[src/core/isp_defs.svh]
// register map, command codes and layout constants of the flash programmer
`ifndef ISP_DEFS_SVH
`define ISP_DEFS_SVH

// ==========================================================
// register offsets
`define ISP_OFS_CMD     8'h94
`define ISP_OFS_ADR_L   8'h95
`define ISP_OFS_ADR_H   8'h96
`define ISP_OFS_PTR     8'h97
`define ISP_OFS_STATUS  8'h98

// ==========================================================
// reset values and command codes
`define ISP_RST_REG     8'h00
`define ISP_CMD_PAGE    8'h5A
`define ISP_CMD_BYTE    8'h1E

// ==========================================================
// flash layout
`define ISP_PAGE_BYTES  6'h20
`define ISP_BYTE_LEN    6'h01
`define ISP_PAGE_COUNT  128
`define ISP_PAGE_MSB    11
`define ISP_PAGE_LSB    5
`define ISP_LAST_PAGE   7'h7F
`define ISP_VEC_PAGES   7'h08
`define ISP_FIFO_DEPTH  8

// ==========================================================
// status register bit positions
`define ISP_STB_BUSY    0
`define ISP_STB_VEC     1
`define ISP_STB_LAST    2
`define ISP_STB_RSVD    3

`endif

[src/core/isp_pkg.sv]
// types shared by the flash programmer
`default_nettype none

package isp_pkg;

    // ==========================================================
    // sequencer states
    typedef enum logic [2:0] {
        ST_IDLE = 3'h1,
        ST_RUN  = 3'h2,
        ST_WAIT = 3'h4
    } isp_state_e;

    // ==========================================================
    // whole state of the sequencer
    typedef struct packed {
        isp_state_e  st;
        logic [7:0]  ptr;
        logic [7:0]  adr_h;
        logic [7:0]  adr_l;
        logic [7:0]  base_ptr;
        logic [15:0] base_adr;
        logic        page_mode;
        logic [5:0]  len;
        logic [5:0]  rd_cnt;
        logic [5:0]  wr_cnt;
        logic        rd_pend;
        logic        wr_gap;
        logic        ram_en;
        logic [7:0]  ram_addr;
        logic        fl_wr;
        logic [15:0] fl_addr;
        logic [7:0]  fl_data;
        logic        stall;
        logic [7:0]  rdata;
        logic        hit_vec;
        logic        hit_last;
        logic        rsvd_cmd;
    } isp_seq_s;

endpackage : isp_pkg

`default_nettype wire

[src/core/isp_top.sv]
// in-system flash programming sequencer with its register port
//
// The implementer's own choice: the plain strobed port.
`include "isp_defs.svh"
`default_nettype none

// Behaviour
// - flash is 128 pages of 32 bytes
// - page program copies 32 ram bytes to page
// - page target from address bits 15..5, aligned
// - command 0x5A starts page program
// - command 0x1E starts byte program
// - byte source is ram at buffer pointer
// - byte target is full 16-bit address
// - buffer pointer 8-bit read/write, resets zero
// - watchdog keeps running while programming
// - pages 0 to 7 vector, page 127 power-on data
// - vector region begins at flash address 0000

module isp_top
    import isp_pkg::*;
#(
    parameter int FIFO_DEPTH = `ISP_FIFO_DEPTH
) (
    input  wire logic        clk_sys_in,
    input  wire logic        rst_in,
    input  wire logic [7:0]  reg_addr_in,
    input  wire logic [7:0]  reg_wdata_in,
    input  wire logic        reg_wr_in,
    input  wire logic        reg_rd_in,
    output logic      [7:0]  reg_rdata_out,
    output logic             ram_rd_en_out,
    output logic      [7:0]  ram_rd_addr_out,
    input  wire logic [7:0]  ram_rd_data_in,
    output logic             flash_wr_out,
    output logic      [15:0] flash_addr_out,
    output logic      [7:0]  flash_data_out,
    input  wire logic        flash_busy_in,
    output logic             fetch_stall_out
);

    // ==========================================================
    // parameter check
    generate
        if (FIFO_DEPTH < 2) begin : g_bad
            $error("isp_top: FIFO_DEPTH must be at least 2");
        end
    endgenerate

    localparam isp_seq_s SEQ_RST = '{st: ST_IDLE, default: '0};

    isp_seq_s   q;
    isp_seq_s   n;
    logic       fifo_in_ready;
    logic       fifo_out_valid;
    logic [7:0] fifo_out_data;
    logic       fifo_out_ready;
    logic       cmd_wr;
    logic       rd_issue;
    logic       wr_issue;
    logic [6:0] tgt_page;

    // ==========================================================
    // staging fifo, ram side fills, flash side drains
    isp_fifo #(
        .WIDTH (8),
        .DEPTH (FIFO_DEPTH)
    ) u_fifo (
        .clk_sys_in    (clk_sys_in),
        .rst_in        (rst_in),
        .in_valid_in   (q.rd_pend),
        .in_data_in    (ram_rd_data_in),
        .in_ready_out  (fifo_in_ready),
        .out_valid_out (fifo_out_valid),
        .out_data_out  (fifo_out_data),
        .out_ready_in  (fifo_out_ready)
    );

    // ==========================================================
    // next state
    always_comb begin
        n        = q;
        n.ram_en = 1'b0;
        n.fl_wr  = 1'b0;
        n.rdata  = `ISP_RST_REG;
        // ram data stand one cycle after the request, push then
        n.rd_pend = q.ram_en;
        cmd_wr   = reg_wr_in && (reg_addr_in == `ISP_OFS_CMD);
        tgt_page = {q.adr_h[`ISP_PAGE_MSB-8:0], q.adr_l[7:`ISP_PAGE_LSB]};

        // one ram read in flight at a time, gated by fifo room
        rd_issue = (q.st == ST_RUN) && (q.rd_cnt != q.len) && !q.ram_en
                   && !q.rd_pend && fifo_in_ready;
        // flash must report busy in the cycle after a strobe
        wr_issue = (q.st != ST_IDLE) && fifo_out_valid && !flash_busy_in
                   && !q.wr_gap && (q.wr_cnt != q.len);
        fifo_out_ready = wr_issue;
        n.wr_gap = wr_issue;

        // register writes; address stays writable while busy
        if (reg_wr_in) begin
            case (reg_addr_in)
                `ISP_OFS_PTR:   n.ptr   = reg_wdata_in;
                `ISP_OFS_ADR_H: n.adr_h = reg_wdata_in;
                `ISP_OFS_ADR_L: n.adr_l = reg_wdata_in;
                default:        n.ptr   = q.ptr;
            endcase
        end

        // register reads, data one cycle later; command reads zero
        if (reg_rd_in) begin
            case (reg_addr_in)
                `ISP_OFS_PTR:    n.rdata = q.ptr;
                `ISP_OFS_ADR_H:  n.rdata = q.adr_h;
                `ISP_OFS_ADR_L:  n.rdata = q.adr_l;
                `ISP_OFS_STATUS: begin
                    n.rdata[`ISP_STB_BUSY] = q.stall;
                    n.rdata[`ISP_STB_VEC]  = q.hit_vec;
                    n.rdata[`ISP_STB_LAST] = q.hit_last;
                    n.rdata[`ISP_STB_RSVD] = q.rsvd_cmd;
                end
                default:         n.rdata = `ISP_RST_REG;
            endcase
        end

        // ram read side
        if (rd_issue) begin
            n.ram_en   = 1'b1;
            n.ram_addr = q.base_ptr + {2'b00, q.rd_cnt};
            n.rd_cnt   = q.rd_cnt + 6'h01;
        end

        // flash write side
        if (wr_issue) begin
            n.fl_wr   = 1'b1;
            n.fl_data = fifo_out_data;
            n.wr_cnt  = q.wr_cnt + 6'h01;
            if (q.page_mode) begin
                n.fl_addr = {q.base_adr[15:`ISP_PAGE_LSB], q.wr_cnt[4:0]};
            end else begin
                n.fl_addr = q.base_adr;
            end
        end

        case (q.st)
            ST_IDLE: begin
                if (cmd_wr) begin
                    if (reg_wdata_in == `ISP_CMD_PAGE) begin
                        n.st        = ST_RUN;
                        n.page_mode = 1'b1;
                        n.len       = `ISP_PAGE_BYTES;
                        n.base_adr  = {q.adr_h, q.adr_l[7:`ISP_PAGE_LSB], 5'h00};
                    end else if (reg_wdata_in == `ISP_CMD_BYTE) begin
                        n.st        = ST_RUN;
                        n.page_mode = 1'b0;
                        n.len       = `ISP_BYTE_LEN;
                        n.base_adr  = {q.adr_h, q.adr_l};
                    end else begin
                        // reserved code: no operation, only flagged
                        n.rsvd_cmd = 1'b1;
                    end
                    if (reg_wdata_in == `ISP_CMD_PAGE || reg_wdata_in == `ISP_CMD_BYTE) begin
                        n.base_ptr = q.ptr;
                        n.rd_cnt   = 6'h00;
                        n.wr_cnt   = 6'h00;
                        n.stall    = 1'b1;
                        n.rsvd_cmd = 1'b0;
                        n.hit_vec  = (tgt_page < `ISP_VEC_PAGES);
                        n.hit_last = (tgt_page == `ISP_LAST_PAGE);
                    end
                end
            end
            ST_RUN: begin
                if (wr_issue && (q.wr_cnt + 6'h01 == q.len)) begin
                    n.st = ST_WAIT;
                end
            end
            ST_WAIT: begin
                // last strobe must settle before fetch resumes
                if (!q.wr_gap && !flash_busy_in) begin
                    n.st    = ST_IDLE;
                    n.stall = 1'b0;
                end
            end
            default: begin
                n.st    = ST_IDLE;
                n.stall = 1'b0;
            end
        endcase
    end

    always_ff @(posedge clk_sys_in) begin
        if (rst_in) begin
            q <= SEQ_RST;
        end else begin
            q <= n;
        end
    end

    // ==========================================================
    // outputs, all from the state register
    // no watchdog hold here: software must clear it before starting
    assign reg_rdata_out   = q.rdata;
    assign ram_rd_en_out   = q.ram_en;
    assign ram_rd_addr_out = q.ram_addr;
    assign flash_wr_out    = q.fl_wr;
    assign flash_addr_out  = q.fl_addr;
    assign flash_data_out  = q.fl_data;
    assign fetch_stall_out = q.stall;

    // ==========================================================
    // checks
    a_page_start: assert property (
        @(posedge clk_sys_in) disable iff (rst_in)
        (q.st == ST_IDLE && cmd_wr && reg_wdata_in == `ISP_CMD_PAGE)
        |=> (q.st == ST_RUN && q.page_mode && fetch_stall_out))
        else $error("page command did not start page program");

    a_byte_start: assert property (
        @(posedge clk_sys_in) disable iff (rst_in)
        (q.st == ST_IDLE && cmd_wr && reg_wdata_in == `ISP_CMD_BYTE)
        |=> (q.st == ST_RUN && !q.page_mode && q.len == `ISP_BYTE_LEN))
        else $error("byte command did not start byte program");

    a_page_align: assert property (
        @(posedge clk_sys_in) disable iff (rst_in)
        (flash_wr_out && q.page_mode)
        |-> (flash_addr_out[15:5] == q.base_adr[15:5]
             && q.base_adr[4:0] == 5'h00))
        else $error("page write outside aligned target page");

    a_byte_addr: assert property (
        @(posedge clk_sys_in) disable iff (rst_in)
        (flash_wr_out && !q.page_mode) |-> (flash_addr_out == q.base_adr))
        else $error("byte write at wrong address");

    a_page_count: assert property (
        @(posedge clk_sys_in) disable iff (rst_in)
        ($fell(fetch_stall_out) && q.page_mode) |-> (q.wr_cnt == `ISP_PAGE_BYTES))
        else $error("page program did not write 32 bytes");

    a_byte_src: assert property (
        @(posedge clk_sys_in) disable iff (rst_in)
        (ram_rd_en_out && !q.page_mode) |-> (ram_rd_addr_out == q.base_ptr))
        else $error("byte source not at buffer pointer");

    a_ptr_write: assert property (
        @(posedge clk_sys_in) disable iff (rst_in)
        (reg_wr_in && reg_addr_in == `ISP_OFS_PTR)
        |=> (q.ptr == $past(reg_wdata_in)))
        else $error("buffer pointer write lost");

    a_ptr_read: assert property (
        @(posedge clk_sys_in) disable iff (rst_in)
        (reg_rd_in && reg_addr_in == `ISP_OFS_PTR && !reg_wr_in)
        |=> (reg_rdata_out == $past(q.ptr)))
        else $error("buffer pointer read back wrong");

    a_stall_busy: assert property (
        @(posedge clk_sys_in) disable iff (rst_in)
        (q.st != ST_IDLE) |-> fetch_stall_out)
        else $error("fetch not stalled during programming");

    a_last_flag: assert property (
        @(posedge clk_sys_in) disable iff (rst_in)
        (q.st == ST_IDLE && cmd_wr && reg_wdata_in == `ISP_CMD_PAGE
         && {q.adr_h[3:0], q.adr_l[7:5]} == `ISP_LAST_PAGE)
        |=> q.hit_last)
        else $error("last page target not flagged");

    a_vec_flag: assert property (
        @(posedge clk_sys_in) disable iff (rst_in)
        (q.st == ST_IDLE && cmd_wr
         && (reg_wdata_in == `ISP_CMD_PAGE || reg_wdata_in == `ISP_CMD_BYTE)
         && {q.adr_h[3:0], q.adr_l[7:5]} < `ISP_VEC_PAGES)
        |=> q.hit_vec)
        else $error("vector region target not flagged");

    a_rsvd_ignore: assert property (
        @(posedge clk_sys_in) disable iff (rst_in)
        (q.st == ST_IDLE && cmd_wr && reg_wdata_in != `ISP_CMD_PAGE
         && reg_wdata_in != `ISP_CMD_BYTE)
        |=> (q.st == ST_IDLE && q.rsvd_cmd && !fetch_stall_out))
        else $error("reserved command started an operation");

    a_one_strobe: assert property (
        @(posedge clk_sys_in) disable iff (rst_in)
        flash_wr_out |=> !flash_wr_out)
        else $error("flash strobes back to back");

endmodule : isp_top

`default_nettype wire

[src/core/isp_fifo.sv]
// byte fifo between data ram reads and flash writes, registered head
`default_nettype none

module isp_fifo
    import isp_pkg::*;
#(
    parameter int WIDTH = 8,
    parameter int DEPTH = 8
) (
    input  wire logic             clk_sys_in,
    input  wire logic             rst_in,
    input  wire logic             in_valid_in,
    input  wire logic [WIDTH-1:0] in_data_in,
    output logic                  in_ready_out,
    output logic                  out_valid_out,
    output logic [WIDTH-1:0]      out_data_out,
    input  wire logic             out_ready_in
);

    localparam int AW = $clog2(DEPTH);
    localparam int CW = AW + 1;

    // ==========================================================
    // parameter check
    generate
        if (DEPTH < 2 || (DEPTH & (DEPTH - 1)) != 0 || WIDTH < 1) begin : g_bad
            $error("isp_fifo: DEPTH must be a power of two >= 2");
        end
    endgenerate

    typedef struct packed {
        logic [DEPTH-1:0][WIDTH-1:0] mem;
        logic [AW-1:0]               wp;
        logic [AW-1:0]               rp;
        logic [CW-1:0]               cnt;
        logic                        ov;
        logic [WIDTH-1:0]            od;
    } isp_fifo_s;

    isp_fifo_s q;
    isp_fifo_s n;
    logic      push;
    logic      pop;
    logic      take;
    logic      bypass;

    // ==========================================================
    // next state
    always_comb begin
        n            = q;
        take         = 1'b0;
        bypass       = 1'b0;
        in_ready_out = (q.cnt != CW'(DEPTH));
        push         = in_valid_in & in_ready_out;
        pop          = q.ov & out_ready_in;
        if (!q.ov || pop) begin
            if (q.cnt != '0) begin
                n.od = q.mem[q.rp];
                n.rp = q.rp + 1'b1;
                n.ov = 1'b1;
                take = 1'b1;
            end else if (push) begin
                // empty store: word goes straight to the head
                n.od   = in_data_in;
                n.ov   = 1'b1;
                bypass = 1'b1;
            end else begin
                n.ov = 1'b0;
            end
        end
        if (push && !bypass) begin
            n.mem[q.wp] = in_data_in;
            n.wp        = q.wp + 1'b1;
        end
        if (push && !bypass && !take) begin
            n.cnt = q.cnt + 1'b1;
        end else if (take && !(push && !bypass)) begin
            n.cnt = q.cnt - 1'b1;
        end
    end

    always_ff @(posedge clk_sys_in) begin
        if (rst_in) begin
            q <= '0;
        end else begin
            q <= n;
        end
    end

    assign out_valid_out = q.ov;
    assign out_data_out  = q.od;

endmodule : isp_fifo

`default_nettype wire

[config.mk]
export PLATFORM = sky130hd
export DESIGN_NAME = isp_top
export DESIGN_NICKNAME = d
export VERILOG_FILES = /design/src/core/isp_pkg.sv /design/src/core/isp_top.sv /design/src/core/isp_fifo.sv
export VERILOG_INCLUDE_DIRS = /design/src /design/src/core
export SDC_FILE = /design/constraint.sdc
export NUM_CORES = 1
export LEC_CHECK = 0
export BUFFER_PORTS_ARGS = -buffer_cell sky130_fd_sc_hd__buf_4
export CAP_MARGIN = 25
export CORE_UTILIZATION = 65
export CTS_CLUSTER_DIAMETER = 30
export DETAILED_ROUTE_END_ITERATION = 6
export GPL_ROUTABILITY_DRIVEN = 0
export PLACE_DENSITY = 0.95
export SLEW_MARGIN = 20
export SYNTH_ARGS = -nofsm -noshare
export SYNTH_HDL_FRONTEND = slang
export SYNTH_SLANG_ARGS = --single-unit
[constraint.sdc]
create_clock -name clk_sys_in -period 4.75 [get_ports clk_sys_in]
set_input_delay 0.7125 -clock clk_sys_in [delete_from_list [all_inputs] [get_ports clk_sys_in]]
set_output_delay 0.7125 -clock clk_sys_in [all_outputs]
set_load 0.01 [all_outputs]
==> results.ini <==
[global_routing]
track_usage = 0.316
maximum_number_of_pins_on_one_net_before_global_route_repair = 84
grt_pass1_wl_um = 35200
total_global_routing_overflow = 0
grt_antenna_before_repair = 0
first_global_vias = 7034

[timing]
grt_setup_unrepaired = no
fmax_ghz = 0.295
slew_headroom = 0.366
tightest_slew_ps = 949
finalCritPeriodShare = 0.715
timing_hold_violations_final = 0
clk_skew_ps = 10.8
finalSetupTns_ps = 0
maxSlewViolCount = 0
finalSetupViolCount = 0
period_needed_ps = 3390
final.hold.worst_slack_ps = 458

[floorplan]
fp.coreArea_um2 = 13300
die-width_um = 119
die_height_um = 119
die_area_um2 = 14200
io_pins = 72
row_count = 42
floorplan.initialDensity = 0.670

[worst_hold_path]
path_class_of_the_lowest_slack_min_delay_path = flop to flop
holdPathStages = 2
min_delay_worst_endpoint = flash_addr_out[5]$_SDFFE_PP0N_
hold_start = q[72]$_SDFFE_PP0P_

[cts]
clock_insertion_delay_at_the_later_pin_of_the_skew_report_ps = 440
postCtsHoldBufs = 0
clock-sinks = 195
clk_pin_slew_worst_paths_ps = 70
tritoncts = yes
tritoncts.num_buffers = 17
post-cts-setup-buffer-count = 0
cts_resized = 0
h-tree-depth = 4
cts_root_buf = sky130_fd_sc_hd__clkbuf_16
max-clock-path-buffers = 2

[setup_path]
worst-endpoint-arrival_ps = 3760
rr_worst_depth = 11
crit_type = flop to flop
regToRegSetupSlack_ps = 1360
crit-reg2reg-launch = q[65]$_SDFFE_PP0P_
critPathLaunchType = flop
worstSetupEndpointType = flop
path_max_fanout = 9
timing.rr.end = u_fifo.q[12]$_SDFFE_PP0P_
worst-endpoint-required_ps = 5120

[synth]
number_of_distinct_standard_cells_referenced_by_the_synthesized_netlist = 70
post_synth_edffs = 0
yosysWarningCount = 0
syn-mean-instance-area_um2 = 9.83
netlist_area_before_placement_um2 = 8950
asyncSetResetFlopFracSynth = 0
yosys_most_used_dff = sky130_fd_sc_hd__dfxtp_1
synth_seq_area_share = 0.436
mapped_cells = 910
ys_ff_latch = 195
synthesis.nets = 954

[power_and_ir_drop]
worst_ir_drop_vdd_mv = 0.292
p_leak_uw = 0.00367
power_density_nw_per_um2 = 399
finalPower_uw = 3910

[routing]
wl_per_cell_um = 20.1
vias = 7054
drtAntennaViolNets = 0
drt_first_iter_violations = 801
dr_pass1_iterations = 5
detail_route.wirelength_um = 22100
drc = 0
route.detailed.vias_per_inst = 6.42

[final_layout]
number_of_diodes = 0
postLayoutCellArea_um2 = 9800
area_growth_syn_to_layout_pct = 9.54
finish.utilization = 0.734
num-nets-final = 953
post_route_cells_drive_above_1_share = 0.162

[placement]
post_dp_cell_area_um2 = 9200
numPortBuffers = 71
half_perimeter_wire_length_after_placement_um = 14000

[run_status]
result_of_the_run = finished, final reports clean

[flow_run]
maxCapViolCount = 0

kinds of logic after synthesis:
| group | Yosys count | share of synthesized area |
|---|---|---|
| xor gates and xnor gates | 28 | 0.0282 |
| and+or+nand+nor | 300 | 0.163 |
| DFF | 195 | 0.436 |
| buffers and inverters | 105 | 0.0643 |
| adders and majority gates | 15 | 0.0227 |
| AOI/OAI and AO/OA | 151 | 0.134 |
| muxes | 116 | 0.152 |
placed cells by master, fill, tap and decap left out, types with 9 or more instances in the layout:
| master | synthesis | final |
|---|---|---|
| sky130_fd_sc_hd__ha_1 | 13 | 13 |
| sky130_fd_sc_hd__buf_4 | 44 | 75 |
| sky130_fd_sc_hd__nand3_1 | 21 | 21 |
| sky130_fd_sc_hd__clkbuf_16 | 0 | 17 |
| sky130_fd_sc_hd__mux4_2 | 16 | 16 |
| sky130_fd_sc_hd__xnor2_1 | 16 | 16 |
| sky130_fd_sc_hd__dfxtp_1 | 195 | 195 |
| sky130_fd_sc_hd__xor2_1 | 11 | 11 |
| sky130_fd_sc_hd__mux2i_1 | 100 | 100 |
| sky130_fd_sc_hd__nor2_1 | 149 | 148 |
| sky130_fd_sc_hd__a21oi_1 | 45 | 45 |
| sky130_fd_sc_hd__nand2b_1 | 10 | 10 |
| sky130_fd_sc_hd__a211oi_1 | 15 | 15 |
| sky130_fd_sc_hd__nand2_1 | 61 | 61 |
| sky130_fd_sc_hd__o21ai_0 | 9 | 9 |
| sky130_fd_sc_hd__a22o_1 | 30 | 30 |
| sky130_fd_sc_hd__inv_1 | 10 | 10 |
power by group:
group	leakage [uW]	switching, uW	internal (uW)
Sequential	0.00157	93.4	1700
Combinational	0.00181	396	244
Clock	0.000289	613	868
Total	0.00367	1100	2810
flip-flops by register name, indices dropped and copies added (netlist names):
signal,count
flash_addr_out,16
fetch_stall_out,1
u_fifo.out_valid_out,1
ram_rd_en_out,1
flash_data_out,8
reg_rdata_out,8
u_fifo.out_data_out,8
ram_rd_addr_out,8
u_fifo.q,74
q,70
critical path, stage by stage, from the launching register on:
cell	delay, ps
sky130_fd_sc_hd__dfxtp_1	650
sky130_fd_sc_hd__xnor2_2	250
sky130_fd_sc_hd__a311oi_2	590
sky130_fd_sc_hd__o21ai_2	260
sky130_fd_sc_hd__ha_1	300
sky130_fd_sc_hd__inv_1	120
sky130_fd_sc_hd__ha_1	240
sky130_fd_sc_hd__a21o_1	180
sky130_fd_sc_hd__a21oi_1	170
sky130_fd_sc_hd__xnor2_1	90
sky130_fd_sc_hd__or3_1	320
sky130_fd_sc_hd__a21oi_1	150
worst max-delay path by stage:
stage | slack [ps] | start | to
2_1_floorplan | 1620 | flash_busy_in | u_fifo.q[12]$_SDFFE_PP0P_
3_3_place_gp | 1380 | flash_busy_in | u_fifo.q[12]$_SDFFE_PP0P_
3_5_place_dp | 1260 | flash_busy_in | u_fifo.q[12]$_SDFFE_PP0P_
4_1_cts | 1400 | q[65]$_SDFFE_PP0P_ | u_fifo.q[12]$_SDFFE_PP0P_
5_1_grt | 1110 | q[65]$_SDFFE_PP0P_ | u_fifo.q[12]$_SDFFE_PP0P_
6_report | 1360 | q[65]$_SDFFE_PP0P_ | u_fifo.q[12]$_SDFFE_PP0P_
routing by layer:
layer | GRT usage | wire length (um) | vias to the layer above
met2 | 0.540 | 11100 | 378
met4 | 0.172 | 847 | 0
met3 | 0.0637 | 1550 | 79
li1 | - | - | 3192
met1 | 0.372 | 8610 | 3405
met5 | 0 | 0 | -
synthesized netlist by cell type (3+ instances only):
cell type	instances	area, um2
sky130_fd_sc_hd__nand3_1	21	105
sky130_fd_sc_hd__clkbuf_1	42	158
sky130_fd_sc_hd__a31oi_1	4	25.0
sky130_fd_sc_hd__mux2i_1	100	1000
sky130_fd_sc_hd__nor3b_1	3	22.5
sky130_fd_sc_hd__xor2_1	11	96.3
sky130_fd_sc_hd__nand2b_1	10	62.6
sky130_fd_sc_hd__o21ai_0	9	45.0
sky130_fd_sc_hd__a21o_1	3	22.5
sky130_fd_sc_hd__a32oi_1	4	35.0
sky130_fd_sc_hd__and3b_1	3	26.3
sky130_fd_sc_hd__nand4_1	3	18.8
sky130_fd_sc_hd__nor3_1	8	40.0
sky130_fd_sc_hd__a22oi_1	5	37.5
sky130_fd_sc_hd__or3b_2	3	26.3
sky130_fd_sc_hd__nand3b_1	4	30.0
sky130_fd_sc_hd__xnor2_1	16	140
sky130_fd_sc_hd__nand2_1	61	229
sky130_fd_sc_hd__a222oi_1	6	60.1
sky130_fd_sc_hd__dfxtp_1	195	3900
sky130_fd_sc_hd__a22o_1	30	263
sky130_fd_sc_hd__a31oi_4	8	170
sky130_fd_sc_hd__nor2_1	149	559
sky130_fd_sc_hd__mux4_2	16	360
sky130_fd_sc_hd__buf_2	7	35.0
sky130_fd_sc_hd__buf_4	44	330
sky130_fd_sc_hd__o21a_1	3	22.5
sky130_fd_sc_hd__a211oi_1	15	113
sky130_fd_sc_hd__or4_1	4	30.0
sky130_fd_sc_hd__nor2b_1	4	25.0
sky130_fd_sc_hd__a21oi_1	45	225
sky130_fd_sc_hd__inv_1	10	37.5
sky130_fd_sc_hd__nor4_1	4	25.0
sky130_fd_sc_hd__or3_1	3	18.8
sky130_fd_sc_hd__ha_1	13	163
final cells by class:
class,instances,area [um2]
multi-input cells,610,4470
flip-flops and latches,195,3900
fillers,869,3550
repair buffers,75,563
clock buffers,23,478
well taps,176,220
clock inverters,9,128
inverters,10,37.5
per-stage QoR:
step | std cells | worst slack [ps]
after detailed placement | 1066 | 1260
after global routing | 1098 | 1110
final | 1098 | 1360
after CTS | 1098 | 1400
after global placement | 1066 | 1380
after floorplan | 910 | 1620
(Power assumes the default switching activity.)
